[config.mk]
export PLATFORM = sky130hd
export DESIGN_NAME = ptpcfg_bank
export DESIGN_NICKNAME = d
export VERILOG_FILES = /design/src/ptpcfg_pkg.sv /design/src/ptpcfg_bank.sv
export SDC_FILE = /design/constraint.sdc
export NUM_CORES = 1
export LEC_CHECK = 0
export ABC_AREA = 1
export BUFFER_PORTS_ARGS = -buffer_cell sky130_fd_sc_hd__buf_2
export CAP_MARGIN = 0
export CELL_PAD_IN_SITES_DETAIL_PLACEMENT = 1
export CELL_PAD_IN_SITES_GLOBAL_PLACEMENT = 1
export CORE_ASPECT_RATIO = 2
export CORE_MARGIN = 1
export CORE_UTILIZATION = 39
export CTS_CLUSTER_SIZE = 20
export DETAILED_ROUTE_END_ITERATION = 8
export PLACE_DENSITY = 0.86
export SLEW_MARGIN = 5
export SYNTH_ARGS = -nofsm -noshare
export SYNTH_HDL_FRONTEND = slang
export SYNTH_SLANG_ARGS = --single-unit
[constraint.sdc]
create_clock -name core_clk -period 2.12 [get_ports core_clk]
set_input_delay 0.318 -clock core_clk [delete_from_list [all_inputs] [get_ports core_clk]]
set_output_delay 0.318 -clock core_clk [all_outputs]
set_load 0.02 [all_outputs]
[src/ptpcfg_pkg.sv]
// Constants and register map of the time-protocol configuration register bank
// What this block does
// - Host writes a pin number; the interrupt then appears on that pin.
// - Pin select zero routes the interrupt to no pin at all.
// - Source select 00 internal, 01 divided internal, 1x external reference clock.
// - Nanoseconds adder adds the programmed period every reference clock cycle.
// - A written period below eight is stored as eight.
// - Divided source uses period bits 6 to 3 as divisor, ignores bits 2 to 0.
// - Layer2 messages are matched against the programmable type register.
// - Read-only offset field reports the byte offset to the message.
// - Monitor shows the twelve input levels, pin 12 to 1 on bits 11 to 0.
// - Hash enable turns on source identity filtering; clear means no filtering.
// - With filter on, an event message's receive timestamp is delivered only on hash match; other messages always are.
// - The filter never affects timestamp insertion into packets.
// - The expected hash is compared against each incoming event message's hash.
// - Reserved bits read zero and ignore writes.
package ptpcfg_pkg;

  localparam logic [4:0]  ADDR_INT_ROUTE    = 5'h1a;
  localparam logic [4:0]  ADDR_REF_SOURCE   = 5'h1b;
  localparam logic [4:0]  ADDR_TYPE_MATCH   = 5'h1c;
  localparam logic [4:0]  ADDR_MSG_OFFSET   = 5'h1d;
  localparam logic [4:0]  ADDR_PIN_MONITOR  = 5'h1e;
  localparam logic [4:0]  ADDR_ID_FILTER    = 5'h1f;

  localparam logic [15:0] TYPE_MATCH_RESET  = 16'hf788;
  localparam logic [3:0]  PIN_SELECT_RESET  = 4'h0;
  localparam logic [1:0]  SOURCE_SEL_RESET  = 2'h0;
  localparam logic [6:0]  PERIOD_RESET      = 7'h00;
  localparam logic [6:0]  PERIOD_MIN        = 7'h08;
  localparam logic [11:0] HASH_RESET        = 12'h000;

  localparam int PIN_SEL_LSB    = 0;
  localparam int SOURCE_SEL_LSB = 14;
  localparam int PERIOD_LSB     = 0;
  localparam int DIVISOR_LSB    = 3;
  localparam int HASH_EN_BIT    = 12;
  localparam int HASH_LSB       = 0;

  localparam logic [1:0]  SRC_INTERNAL = 2'h0;
  localparam logic [1:0]  SRC_DIVIDED  = 2'h1;

endpackage : ptpcfg_pkg

[src/ptpcfg_bank.sv]
// Configuration register bank and its direct steering logic for the time-protocol unit
`timescale 1ns/1ps
module ptpcfg_bank #(
  parameter int NUM_PINS = 12,
  parameter int NS_WIDTH = 32
) (
  input  wire logic                core_clk,
  input  wire logic                rst_b,
  input  wire logic                reg_wr_en,
  input  wire logic [4:0]          reg_addr,
  input  wire logic [15:0]         reg_wdata,
  output logic      [15:0]         reg_rdata,
  input  wire logic                ptp_int_event,
  output logic      [NUM_PINS-1:0] int_pin_out,
  input  wire logic [NUM_PINS-1:0] pin_input_levels,
  input  wire logic                ext_ref_tick,
  output logic                     ref_tick,
  output logic      [NS_WIDTH-1:0] ns_count,
  input  wire logic                rx_frame_type_valid,
  input  wire logic [15:0]         rx_frame_type,
  output logic                     layer2_match,
  input  wire logic [7:0]          parser_offset_bytes,
  input  wire logic                rx_ts_valid,
  input  wire logic                rx_event_msg,
  input  wire logic [11:0]         rx_identity_hash,
  output logic                     rx_ts_deliver,
  input  wire logic                tx_insert_in,
  output logic                     tx_insert_out
);

  ////////////////////////////////////////////////////////////////////////////
  logic [3:0]           interrupt_pin_select_reg;
  logic [1:0]           reference_source_select_reg;
  logic [6:0]           reference_period_ns_reg;
  logic [15:0]          layer2_type_value_reg;
  logic [7:0]           message_offset_bytes_reg;
  logic [NUM_PINS-1:0]  pin_input_levels_reg;
  logic                 hash_enable_reg;
  logic [11:0]          expected_identity_hash_reg;
  // Divider state for the divided internal source
  logic [3:0]           div_count_reg;
  logic [3:0]           divisor;
  logic                 div_tick;

  // Address compare shared by every writable register
  function automatic logic wr_hit(input logic [4:0] a, input logic [4:0] target);
    wr_hit = (a == target);
  endfunction : wr_hit

  ////////////////////////////////////////////////////////////////////////////
  // Register writes; reserved bits are never stored
  always_ff @(posedge core_clk or negedge rst_b)
  begin
    if (!rst_b)
    begin
      interrupt_pin_select_reg <= ptpcfg_pkg::PIN_SELECT_RESET;
    end
    else if (reg_wr_en && wr_hit(reg_addr, ptpcfg_pkg::ADDR_INT_ROUTE))
    begin
      interrupt_pin_select_reg <= reg_wdata[ptpcfg_pkg::PIN_SEL_LSB +: 4];
    end
  end

  // A new source takes effect at once; the divider phase is not restarted
  always_ff @(posedge core_clk or negedge rst_b)
  begin
    if (!rst_b)
    begin
      reference_source_select_reg <= ptpcfg_pkg::SOURCE_SEL_RESET;
    end
    else if (reg_wr_en && wr_hit(reg_addr, ptpcfg_pkg::ADDR_REF_SOURCE))
    begin
      reference_source_select_reg <= reg_wdata[ptpcfg_pkg::SOURCE_SEL_LSB +: 2];
    end
  end

  // Clamp keeps a written period from going below the smallest legal period; reset still loads zero
  always_ff @(posedge core_clk or negedge rst_b)
  begin
    if (!rst_b)
    begin
      reference_period_ns_reg <= ptpcfg_pkg::PERIOD_RESET;
    end
    else if (reg_wr_en && wr_hit(reg_addr, ptpcfg_pkg::ADDR_REF_SOURCE))
    begin
      if (reg_wdata[ptpcfg_pkg::PERIOD_LSB +: 7] < ptpcfg_pkg::PERIOD_MIN)
      begin
        reference_period_ns_reg <= ptpcfg_pkg::PERIOD_MIN;
      end
      else
      begin
        reference_period_ns_reg <= reg_wdata[ptpcfg_pkg::PERIOD_LSB +: 7];
      end
    end
  end

  always_ff @(posedge core_clk or negedge rst_b)
  begin
    if (!rst_b)
    begin
      layer2_type_value_reg <= ptpcfg_pkg::TYPE_MATCH_RESET;
    end
    else if (reg_wr_en && wr_hit(reg_addr, ptpcfg_pkg::ADDR_TYPE_MATCH))
    begin
      layer2_type_value_reg <= reg_wdata;
    end
  end

  // Enable and expected value share one write, so the filter never sees half a setting
  always_ff @(posedge core_clk or negedge rst_b)
  begin
    if (!rst_b)
    begin
      hash_enable_reg <= 1'b0;
    end
    else if (reg_wr_en && wr_hit(reg_addr, ptpcfg_pkg::ADDR_ID_FILTER))
    begin
      hash_enable_reg <= reg_wdata[ptpcfg_pkg::HASH_EN_BIT];
    end
  end

  always_ff @(posedge core_clk or negedge rst_b)
  begin
    if (!rst_b)
    begin
      expected_identity_hash_reg <= ptpcfg_pkg::HASH_RESET;
    end
    else if (reg_wr_en && wr_hit(reg_addr, ptpcfg_pkg::ADDR_ID_FILTER))
    begin
      expected_identity_hash_reg <= reg_wdata[ptpcfg_pkg::HASH_LSB +: 12];
    end
  end

  // Offset is resampled every cycle; the parser holds it steady between frames
  always_ff @(posedge core_clk or negedge rst_b)
  begin
    if (!rst_b)
    begin
      message_offset_bytes_reg <= 8'h00;
    end
    else
    begin
      message_offset_bytes_reg <= parser_offset_bytes;
    end
  end

  // Pins are taken as synchronous, so one flop suffices; the monitor lags one cycle
  always_ff @(posedge core_clk or negedge rst_b)
  begin
    if (!rst_b)
    begin
      pin_input_levels_reg <= '0;
    end
    else
    begin
      pin_input_levels_reg <= pin_input_levels;
    end
  end

  ////////////////////////////////////////////////////////////////////////////
  // Read mux; unmapped addresses and reserved bits read zero
  always_comb
  begin
    reg_rdata = 16'h0000;
    unique case (reg_addr)
      ptpcfg_pkg::ADDR_INT_ROUTE:   reg_rdata[3:0] = interrupt_pin_select_reg;
      ptpcfg_pkg::ADDR_REF_SOURCE:
      begin
        reg_rdata[15:14] = reference_source_select_reg;
        reg_rdata[6:0]   = reference_period_ns_reg;
      end
      ptpcfg_pkg::ADDR_TYPE_MATCH:  reg_rdata = layer2_type_value_reg;
      ptpcfg_pkg::ADDR_MSG_OFFSET:  reg_rdata[7:0] = message_offset_bytes_reg;
      ptpcfg_pkg::ADDR_PIN_MONITOR: reg_rdata[NUM_PINS-1:0] = pin_input_levels_reg;
      ptpcfg_pkg::ADDR_ID_FILTER:
      begin
        reg_rdata[12]   = hash_enable_reg;
        reg_rdata[11:0] = expected_identity_hash_reg;
      end
      default:                      reg_rdata = 16'h0000;
    endcase
  end

  ////////////////////////////////////////////////////////////////////////////
  // Interrupt routing: pin number n drives bit n-1; zero drives nothing
  // Codes above the pin count route nowhere
  genvar g;
  generate
    for (g = 0; g < NUM_PINS; g++)
    begin : g_int_route
      always_ff @(posedge core_clk or negedge rst_b)
      begin
        if (!rst_b)
        begin
          int_pin_out[g] <= 1'b0;
        end
        else
        begin
          int_pin_out[g] <= ptp_int_event &&
                            (interrupt_pin_select_reg == 4'(g + 1));
        end
      end
    end
  endgenerate

  ////////////////////////////////////////////////////////////////////////////
  // Reference tick: divider on core_clk for the divided source
  // Low period bits are ignored while dividing
  assign divisor = reference_period_ns_reg[ptpcfg_pkg::DIVISOR_LSB +: 4];

  always_ff @(posedge core_clk or negedge rst_b)
  begin
    if (!rst_b)
    begin
      div_count_reg <= 4'h0;
    end
    else if (div_tick)
    begin
      div_count_reg <= 4'h0;
    end
    else
    begin
      div_count_reg <= div_count_reg + 4'h1;
    end
  end

  // Divisor of 0 or 1 degrades to every cycle rather than stalling time
  assign div_tick = (div_count_reg + 4'h1 >= divisor);

  // External ticks are taken as already synchronous to core_clk
  always_comb
  begin
    if (reference_source_select_reg == ptpcfg_pkg::SRC_INTERNAL)
    begin
      ref_tick = 1'b1;
    end
    else if (reference_source_select_reg == ptpcfg_pkg::SRC_DIVIDED)
    begin
      ref_tick = div_tick;
    end
    else
    begin
      ref_tick = ext_ref_tick;
    end
  end

  // Time wraps silently at the counter width
  always_ff @(posedge core_clk or negedge rst_b)
  begin
    if (!rst_b)
    begin
      ns_count <= '0;
    end
    else if (ref_tick)
    begin
      ns_count <= ns_count + NS_WIDTH'(reference_period_ns_reg);
    end
  end

  ////////////////////////////////////////////////////////////////////////////
  // Receive-side filters
  // Type compare is registered to keep the parser path short
  always_ff @(posedge core_clk or negedge rst_b)
  begin
    if (!rst_b)
    begin
      layer2_match <= 1'b0;
    end
    else
    begin
      layer2_match <= rx_frame_type_valid && (rx_frame_type == layer2_type_value_reg);
    end
  end

  // Hash input is produced by a fixed function upstream of this bank
  always_ff @(posedge core_clk or negedge rst_b)
  begin
    if (!rst_b)
    begin
      rx_ts_deliver <= 1'b0;
    end
    else
    begin
      rx_ts_deliver <= rx_ts_valid && (!hash_enable_reg || !rx_event_msg ||
                       (rx_identity_hash == expected_identity_hash_reg));
    end
  end

  // One flop keeps insertion aligned with the delivery strobe
  always_ff @(posedge core_clk or negedge rst_b)
  begin
    if (!rst_b)
    begin
      tx_insert_out <= 1'b0;
    end
    else
    begin
      tx_insert_out <= tx_insert_in;
    end
  end

endmodule : ptpcfg_bank

=== Word-level counts from Yosys, hierarchy flattened ===
Cells that the tools add are included.

* Register bits: 113
* Latch bits: 0
* Bits in writable memories: 0
* ROM bits: 0
* Logic and storage cells: 84
* Memories kept: 0

* $add $sub $neg: 2
* $mul: 0
* Divide/modulo/power cells: 0
* $lt $le $gt $ge: 2
* Eq/ne operators: 21
* Shifts and indexed selects: 0
* Mux-type cells: 11
* Bitwise gates (word level): 0
* Reduce and logical (&&, ||, !) cells: 23

{| class="wikitable"
|+ Operator list
! kind !! count
|-
| $add 32x7->32 || 1
|-
| $eq 5x5->1 const B || 6
|-
| $pmux 4 s6 || 1
|-
| $eq 4x4->1 const B || 5
|-
| $logic_and 1x1->1 || 18
|-
| $eq 16x16->1 || 1
|-
| $eq 4x3->1 const B || 4
|-
| $pmux 3 s5 || 1
|-
| $eq 12x12->1 || 1
|-
| $pmux 4 s3 || 1
|-
| $eq 4x2->1 const B || 2
|-
| $lt 7x4->1 const B || 1
|-
| $mux 7 || 1
|-
| $add 4x1->4 const B || 1
|-
| $eq 4x1->1 const B || 1
|-
| $ge 4x4->1 || 1
|-
| $mux 4 || 1
|-
| $pmux 1 s4 || 1
|-
| $pmux 2 s2 || 1
|-
| $mux 1 || 3
|-
| $eq 2x1->1 const B || 1
|-
| $logic_not 1->1 || 2
|-
| $logic_not 2->1 || 1
|-
| $logic_or 1x1->1 || 2
|-
| $pmux 1 s2 || 1
|}

=== Depth between registers and ports, before layout ===
Gate-level depths: netlist of the first run.

* Depth after elaboration: 4
* Mapped depth: 15
* Gate-level depth less buffers: 14

=== Worst setup path after synthesis of the first run ===
OpenSTA, ideal clock, no wires.

* Path kind: register -> output
* From: register div_count_reg[0]
* To: output port ref_tick
* Data arrival time: 1.690 ns
* Required time: 1.802 ns
* Path slack: 0.112 ns
* Stages on the path, launching flop included: 13
* Cell sequence: dfrtp_1 -> ha_1 -> inv_1 -> or2_2 -> nand2_1 -> ha_1 -> nand2_1 -> inv_1 -> nand2_1 -> nand4_1 -> nand2_2 -> inv_1 -> buf_4

* Longest elaborated chain between the ends: 4

{| class="wikitable"
|+ RTL lines
! item !! RTL line !! text
|-
| start, declared || ptpcfg_bank.sv:41 || <nowiki>logic [3:0] div_count_reg;</nowiki>
|-
| start signal, assigned || ptpcfg_bank.sv:223 || <nowiki>div_count_reg <= div_count_reg + 4'h1;</nowiki>
|-
| $add 4x1->4 || ptpcfg_bank.sv:228 || <nowiki>assign div_tick = (div_count_reg + 4'h1 >= divisor);</nowiki>
|-
| $ge 4x4->1 || ptpcfg_bank.sv:228 ||
|-
| $mux 1 || ptpcfg_bank.sv:237 || <nowiki>else if (reference_source_select_reg == ptpcfg_pkg::SRC_DIVIDED)</nowiki>
|-
| $mux 1 || ptpcfg_bank.sv:233 || <nowiki>if (reference_source_select_reg == ptpcfg_pkg::SRC_INTERNAL)</nowiki>
|-
| end, declared || ptpcfg_bank.sv:17 || <nowiki>output logic ref_tick,</nowiki>
|}

Every way passes these cells.

=== Worst setup path in the final report of the first run ===
* From: register div_count_reg[2]
* To: output port ref_tick

Same word-level chain as after synthesis.

==> results of run 1 <==
==> power breakdown <==
| part | internal (mW) | leakage, nW | total, mW | switching, mW |
|---|---|---|---|---|
| combinational | 1.85 | 2.53 | 4.51 | 2.66 |
| clock | 2.02 | 0.311 | 3.24 | 1.22 |
| sequential | 2.55 | 1.42 | 2.96 | 0.414 |
==> cells in the mapped netlist (2+ instances only) <==
library cell and count:
dfrtp_1 104, nor2_2 4, nand2_1 229, o21ai_0 34, buf_2 12, o211ai_1 5, xnor2_1 25, a21oi_1 17
nand4_1 18, a22o_1 3, nor2_1 56, nand2_2 9, ha_1 12, and2_1 3, buf_4 3, inv_1 92
o21ai_1 17, o22ai_1 9, nor3_1 6, inv_2 3, nand3b_1 4, xor2_1 5, nand3_1 61, nor2_4 2
dfstp_2 9, or2_2 2
==> cell type report <==
cell class	count	area, um2
clock inverters	14	203
clock buffers	18	439
fillers	1812	6510
multi-input cells	531	2890
inverters	95	359
well taps	195	244
flip-flops and latches	113	2840
repair buffers	201	1340
==> kinds of logic after synthesis <==
kind of cell,after synthesis
buf+inv,111
flops,113
fa+ha+maj,13
compound gates,89
simple gates,399
xor+xnor,30
==> layer usage <==
| layer | vias to the layer above | global-route usage, % | part of all wire, % |
|---|---|---|---|
| met4 | 0 | 32.7 | 11 |
| met1 | 3159 | 27.4 | 29 |
| met2 | 325 | 62.1 | 55 |
| met5 | - | 0 | 0 |
| li1 | 2833 | - | - |
| met3 | 157 | 6.87 | 5.1 |
==> stage by stage <==
stage	setup slack (ns)	util (%)	std cells	area, um2	TNS [ns]
floorplan	0.112	-	755	5940	0
global placement	0.0377	47.2	1096	6990	0
detailed placement	-0.0607	47.2	1096	6990	-0.527
CTS	-0.270	53.9	1158	7980	-0.773
global route	-0.364	56.1	1167	8310	-7.16
finish	-0.321	56.1	1167	8310	-4.81
==> how the worst max path moves through the flow <==
stage | from | endpoint | slack (ns) | cells past startpoint
after detailed placement | div_count_reg[0]$_DFF_PN0_ | ns_count[10]$_DFFE_PN0P_ | -0.06 | 14
after CTS | div_count_reg[0]$_DFF_PN0_ | ref_tick | -0.27 | 12
after floorplan | div_count_reg[0]$_DFF_PN0_ | ref_tick | 0.11 | 12
after global routing | div_count_reg[0]$_DFF_PN0_ | ref_tick | -0.36 | 12
after global placement | div_count_reg[0]$_DFF_PN0_ | ns_count[10]$_DFFE_PN0P_ | 0.04 | 14
final | div_count_reg[2]$_DFF_PN0_ | ref_tick | -0.32 | 8
==> what timing repair did <==
| action | CTS | global route |
|---|---|---|
| cloned | 0 | 2 |
| hold buffers | 20 | 1 |
| hold endpoints to repair | 56 | 1 |
| buffers inserted | 10 | 6 |
| pin swaps | 7 | 13 |
| setup endpoints to repair | 16 | 37 |
| resized for setup | 18 | 68 |
==> critical path: cells and delay by family, from the launching register on <==
kind | cells | cell delay (ns)
and+or+nand+nor | 3 | 0.39
buffers and inverters | 2 | 0.17
AOI/OAI and AO/OA | 1 | 0.19
DFF | 1 | 0.39
adders and majority gates | 1 | 0.28
xor gates and xnor gates | 1 | 0.27
==> results.toml, run 1 <==
[finish]
final_common_cell = "nand2_1"
antennaDiodeCount = 0
final_cell_mix = "201 x nand2_1, 139 x buf_2, 104 x dfrtp_1"
largest_reg_flops = 32
drive_above_1_share_pct = 30.2
area_growth_pct = 39.9
nNetsFinal = 1050

[synth]
synth_cell_types = 37
synthMuxAreaShare_pct = 0
synthCells = 755
yosys_warnings = 0
synth_edf_count = 0
synth_top_cell_area_share_pct = 43.8
async_flop_share_pct = 100
synth_top_cells_by_area = "dfrtp_1 44%, nand2_1 14%, inv_1 5.8%"
synth_nets = 846
synthAdderAreaFrac_pct = 2.86
synth_flop_cell = "dfrtp_1"
syn_avg_cell_area_um2 = 7.87
synthXorXnorAreaFrac_pct = 4.42
synth_top_family_by_area = "simple AND/OR/NAND/NOR gates"
ys_seq_elements = 113
yosysSeqAreaShare_pct = 47.8
syn_area_mm2 = 0.00594
yosys.area.top_type = "dfrtp_1"
synth_compound_area_share_pct = 8.30
yosys.area_share.simple_pct = 29.2

[global_routing]
grt_pass1_wl_um = 37700
grt_max_degree = 43
antenna_found_initial = 0
overflow = 0
grt_usage_pct = 33.7
grt_pass1_vias = 7079

[placement]
numPortBuffers = 141
dp_hpwl_um = 16300
place_congestion = 0.898

[timing]
min_period_over_period_pct = 115
slew_viol_final = 0
max_freq_mhz = 410
period_needed_ns = 2.44
whs_ns = 0.0216
tightest_slew_ns = 0.660
hold_viol_final = 0
slew_headroom_pct = 55.6
fin_skew_ns = 0.0140
layout_setup_ws_ns = -0.321
setup_viol = 36
rsz0062_at_grt = "true"

[critical_path]
cp_data_arrival_time_ns = 2.12
worstPathCellList = "nand3_1 -> xnor2_2 -> ha_4 -> a21oi_2 -> nand4_1 -> nand2_2 -> inv_4 -> buf_6"
path_max_fanout = 3
cp_slowest_cell = "dfrtp_1"
timing.rr.start = "div_count_reg[0]$_DFF_PN0_"
crit_type = "reg -> out"
cp-end-kind = "output port"
critPathLaunchType = "flop"
timing.reg2reg.setup_slack_ns = -0.24
required_ns = 1.80
timing.rr.end = "ns_count[31]$_DFFE_PN0P_"
worst_path_largest_cell_delay_ns = 0.39
r2r_cells = 17

[clock_network]
htreeDepth = 4
cts_max_path_buffers = 2
cts_root_buffer = "clkbuf_16"
cts_made_buffers = 17
clock_latency_ns = 0.44
cts_tree = "yes"
cts.clk_slew.worst_paths_ns = 0.07
cts_sinks = 113

[min_path]
worstHoldStart = "parser_offset_bytes[3]"
hold-path-endpoint = "message_offset_bytes_reg[3]$_DFF_PN0_"
hold_path_depth = 1
hp-class = "in -> reg"

[drt]
routed_wl_um = 26600
remaining_drc_errors = 0
vias = 6474
initialDrtViolationCount = 354
wire_per_inst_um = 22.8
dr.pass1.iters = 4
antenna_left = 0
routed_via_density = 5.55

[floorplan]
core_mm2 = 0.0148
rows = 63
num_io_pins = 142
dieArea_mm2 = 0.0158
die_h_um = 177
start_util_pct = 40.1
die_x_um = 89.3

[run]
cap_viol_max_count = 0

[outcome]
status = "complete, but fails checks"
violations = "setup timing"

[power_and_ir_drop]
powerDensity_mw_per_mm2 = 1290
finalPower_mw = 10.7
total_leakage_power_nw = 4.26
irDropWorstVdd_mv = 0.779
No activity file was read; power rests on OpenSTA's default activity.
==> run 2, diff against run 1 <==
ABC_AREA = default   (was 1)
CORE_UTILIZATION = 41   (was 39)
PLACE_DENSITY = 0.85   (was 0.86)
==> results.toml, run 2 <==
[critical_path]
crit_start = "div_count_reg[0]$_DFF_PN0_"
critPathLaunchType = "flop"
cp-end-kind = "output port"
cp_data_arrival_time_ns = 2.29
worstPathCellList = "ha_2 -> xor2_2 -> ha_1 -> a21oi_2 -> o21ai_2 -> o41ai_4 -> buf_12 -> inv_4 -> buf_6"
path_max_fanout = 2
cp_slowest_cell = "dfrtp_1"
worst_path_largest_cell_delay_ns = 0.39
required_ns = 1.80
worstSetupEndpoint = "ref_tick"
timing.rr.end = "ns_count[21]$_DFFE_PN0P_"
timing.reg2reg.setup_slack_ns = -0.41
r2r_cells = 12
crit_type = "reg -> out"
timing.rr.start = "div_count_reg[0]$_DFF_PN0_"

[synth]
syn_avg_cell_area_um2 = 11.8
netlist_top_cells_count = "104 x dfrtp_1, 44 x mux2_2, 43 x xor2_1, 30 x nand2_1, 25 x nor2_1"
synth_edf_count = 0
synth_top_cell_area_share_pct = 47.6
ys_seq_elements = 113
synthCells = 465
synth_top_cells_by_area = "dfrtp_1 48%, mux2_2 9.1%, xor2_1 6.9%"
yosysMostFrequentCell = "dfrtp_1"
yosys_warnings = 0
synth_nets = 556
yosys.area.top_type = "dfrtp_1"
syn_area_mm2 = 0.00547
async_flop_share_pct = 100
synth_cell_types = 57
yosysSeqAreaShare_pct = 51.9
synth_flop_cell = "dfrtp_1"

[placement]
placed_cells = 772
place_area_mm2 = 0.00657
dp_slack_ns = -0.383
place_congestion = 0.869
numPortBuffers = 141
dp_hpwl_um = 12200

[global_routing]
antenna_found_initial = 0
grt_pass1_vias = 5341
grt_pass1_wl_um = 29000
grt_max_degree = 55
overflow = 0
grt_usage_pct = 28.0

[power_and_ir_drop]
finalPower_mw = 8.22
p_int_mw = 5.21
total_leakage_power_nw = 3.70
powerDensity_mw_per_mm2 = 1090
pwr-share-clk_pct = 32.0
irDropWorstVdd_mv = 0.676
switching_share_pct = 36.6
p_sw_mw = 3.01
p_seq_share_pct = 34.9
combPwrFrac_pct = 33.1

[timing]
period_needed_ns = 2.61
tightest_slew_ns = 0.707
slew_viol_final = 0
fin_skew_ns = 0.0110
whs_ns = 0.0162
setup_viol = 33
layout_setup_ws_ns = -0.491
max_freq_mhz = 383
fin_setup_tns_ns = -10.57
min_period_over_period_pct = 123
rsz0062_at_grt = "true"
slew_headroom_pct = 52.8
hold_viol_final = 0

[finish]
finalInstanceArea_mm2 = 0.00753
nNetsFinal = 752
finalNonFillerCells = 826
antennaDiodeCount = 0
fillers = 1376
final_common_cell = "buf_2"
largest_reg_flops = 32
post-route-util_pct = 57.9
drive_above_1_share_pct = 44.4
final_cell_mix = "139 x buf_2, 104 x dfrtp_1, 44 x mux2_2"
area_growth_pct = 37.7

[drt]
remaining_drc_errors = 0
vias = 4618
dr.max_layer_used = "met4"
routed_wl_um = 18700
met1_length_um = 6120
dr.pass1.iters = 4
wl_met2_um = 10900
wire_per_inst_um = 22.7
initialDrtViolationCount = 163
routed_via_density = 5.59
antenna_left = 0
wl_met3_um = 861

[clock_network]
cts_made_buffers = 17
cts.clk_slew.worst_paths_ns = 0.06
cts_max_path_buffers = 2
cts_tree = "yes"
cts_sinks = 113
htreeDepth = 4
cts_root_buffer = "clkbuf_16"
clock_latency_ns = 0.42

[floorplan]
num_io_pins = 142
dieArea_mm2 = 0.0138
core_mm2 = 0.0130
die_x_um = 83.7
rows = 59
die_h_um = 165
start_util_pct = 42.1

[outcome]
status = "complete, but fails checks"
violations = "setup timing"

[min_path]
hp-class = "in -> reg"
hold_path_depth = 1

[run]
cap_viol_max_count = 0
[run 2: cell types whose count changed after synthesis, sizes merged, moves of 9 or more]
cell   before  now
a21oi      17    7
a22oi       0   11
inv        95   10
mux2        0   44
nand2     238   31
nand3      62   16
nand4      18    7
nor2       62   26
nor4        1   13
o21ai      52   21
xnor2      25   16
xor2        5   43
[run 2: per-layer routing]
layer / vias up / global-route usage, %
met5: - / 0
met4: 0 / 15.0
met3: 56 / 6.81
met2: 200 / 55.2
met1: 2313 / 25.9
li1: 2049 / -
[run 2: worst min-delay path by stage]
stage                                      start                               endpoint  slack (ns)
after floorplan                            rst_b             div_count_reg[0]$_DFF_PN0_        0.02
after global placement                     rst_b               ns_count[25]$_DFFE_PN0P_        0.21
after detailed placement                   rst_b               ns_count[25]$_DFFE_PN0P_        0.22
after CTS                 parser_offset_bytes[4]  message_offset_bytes_reg[4]$_DFF_PN0_     0.00006
after global routing         pin_input_levels[5]      pin_input_levels_reg[5]$_DFF_PN0_       0.006
final                        pin_input_levels[5]      pin_input_levels_reg[5]$_DFF_PN0_        0.02
[run 2: cell type report]
| type | count | area [um2] | share of cell area (%) |
|---|---|---|---|
| repair buffers | 192 | 1200 | 16.0 |
| flip-flops and latches | 113 | 2840 | 37.7 |
| clock buffers | 18 | 429 | 5.70 |
| clock inverters | 14 | 109 | 1.45 |
| well taps | 152 | 190 | 2.53 |
| multi-input cells | 327 | 2720 | 36.1 |
| inverters | 10 | 40.0 | 0.532 |
[run 2: cell families (layout without fill, tap and decap cells)]
kind of cell	Yosys count	after routing	share of synthesized area (%)
adders and majority gates	13	13	3.11
xor gates and xnor gates	59	59	9.45
muxes	52	52	10.8
and+or+nand+nor	142	142	14.7
DFF	113	113	51.9
buffers and inverters	25	234	2.63
AOI/OAI and AO/OA	61	61	7.46
[run 2: power groups by stage]
stage / sequential (mW) / clock [mW] / combinational, mW
after detailed placement: 2.88 / 0 / 2.34
after floorplan: 2.92 / 0 / 1.29
after global placement: 2.84 / 0 / 2.21
after global routing: 2.91 / 2.75 / 2.93
final: 2.87 / 2.63 / 2.72
after CTS: 2.86 / 2.66 / 2.68
[run 2: worst max-delay path: cells and delay by family, from the launching register on]
kind | cells | cell delay (ns)
flops | 1 | 0.39
xor+xnor | 1 | 0.15
buf+inv | 3 | 0.31
fa+ha+maj | 2 | 0.52
compound gates | 3 | 0.52
[run 2: timing repair]
action / 4_1_cts / 5_1_grt
resized for setup: 30 / 6
buffers inserted: 3 / 1
hold buffers: 17 / 1
pin swaps: 7 / 5
endpoints found under the hold margin: 33 / 1
setup endpoints to repair: 33 / 34
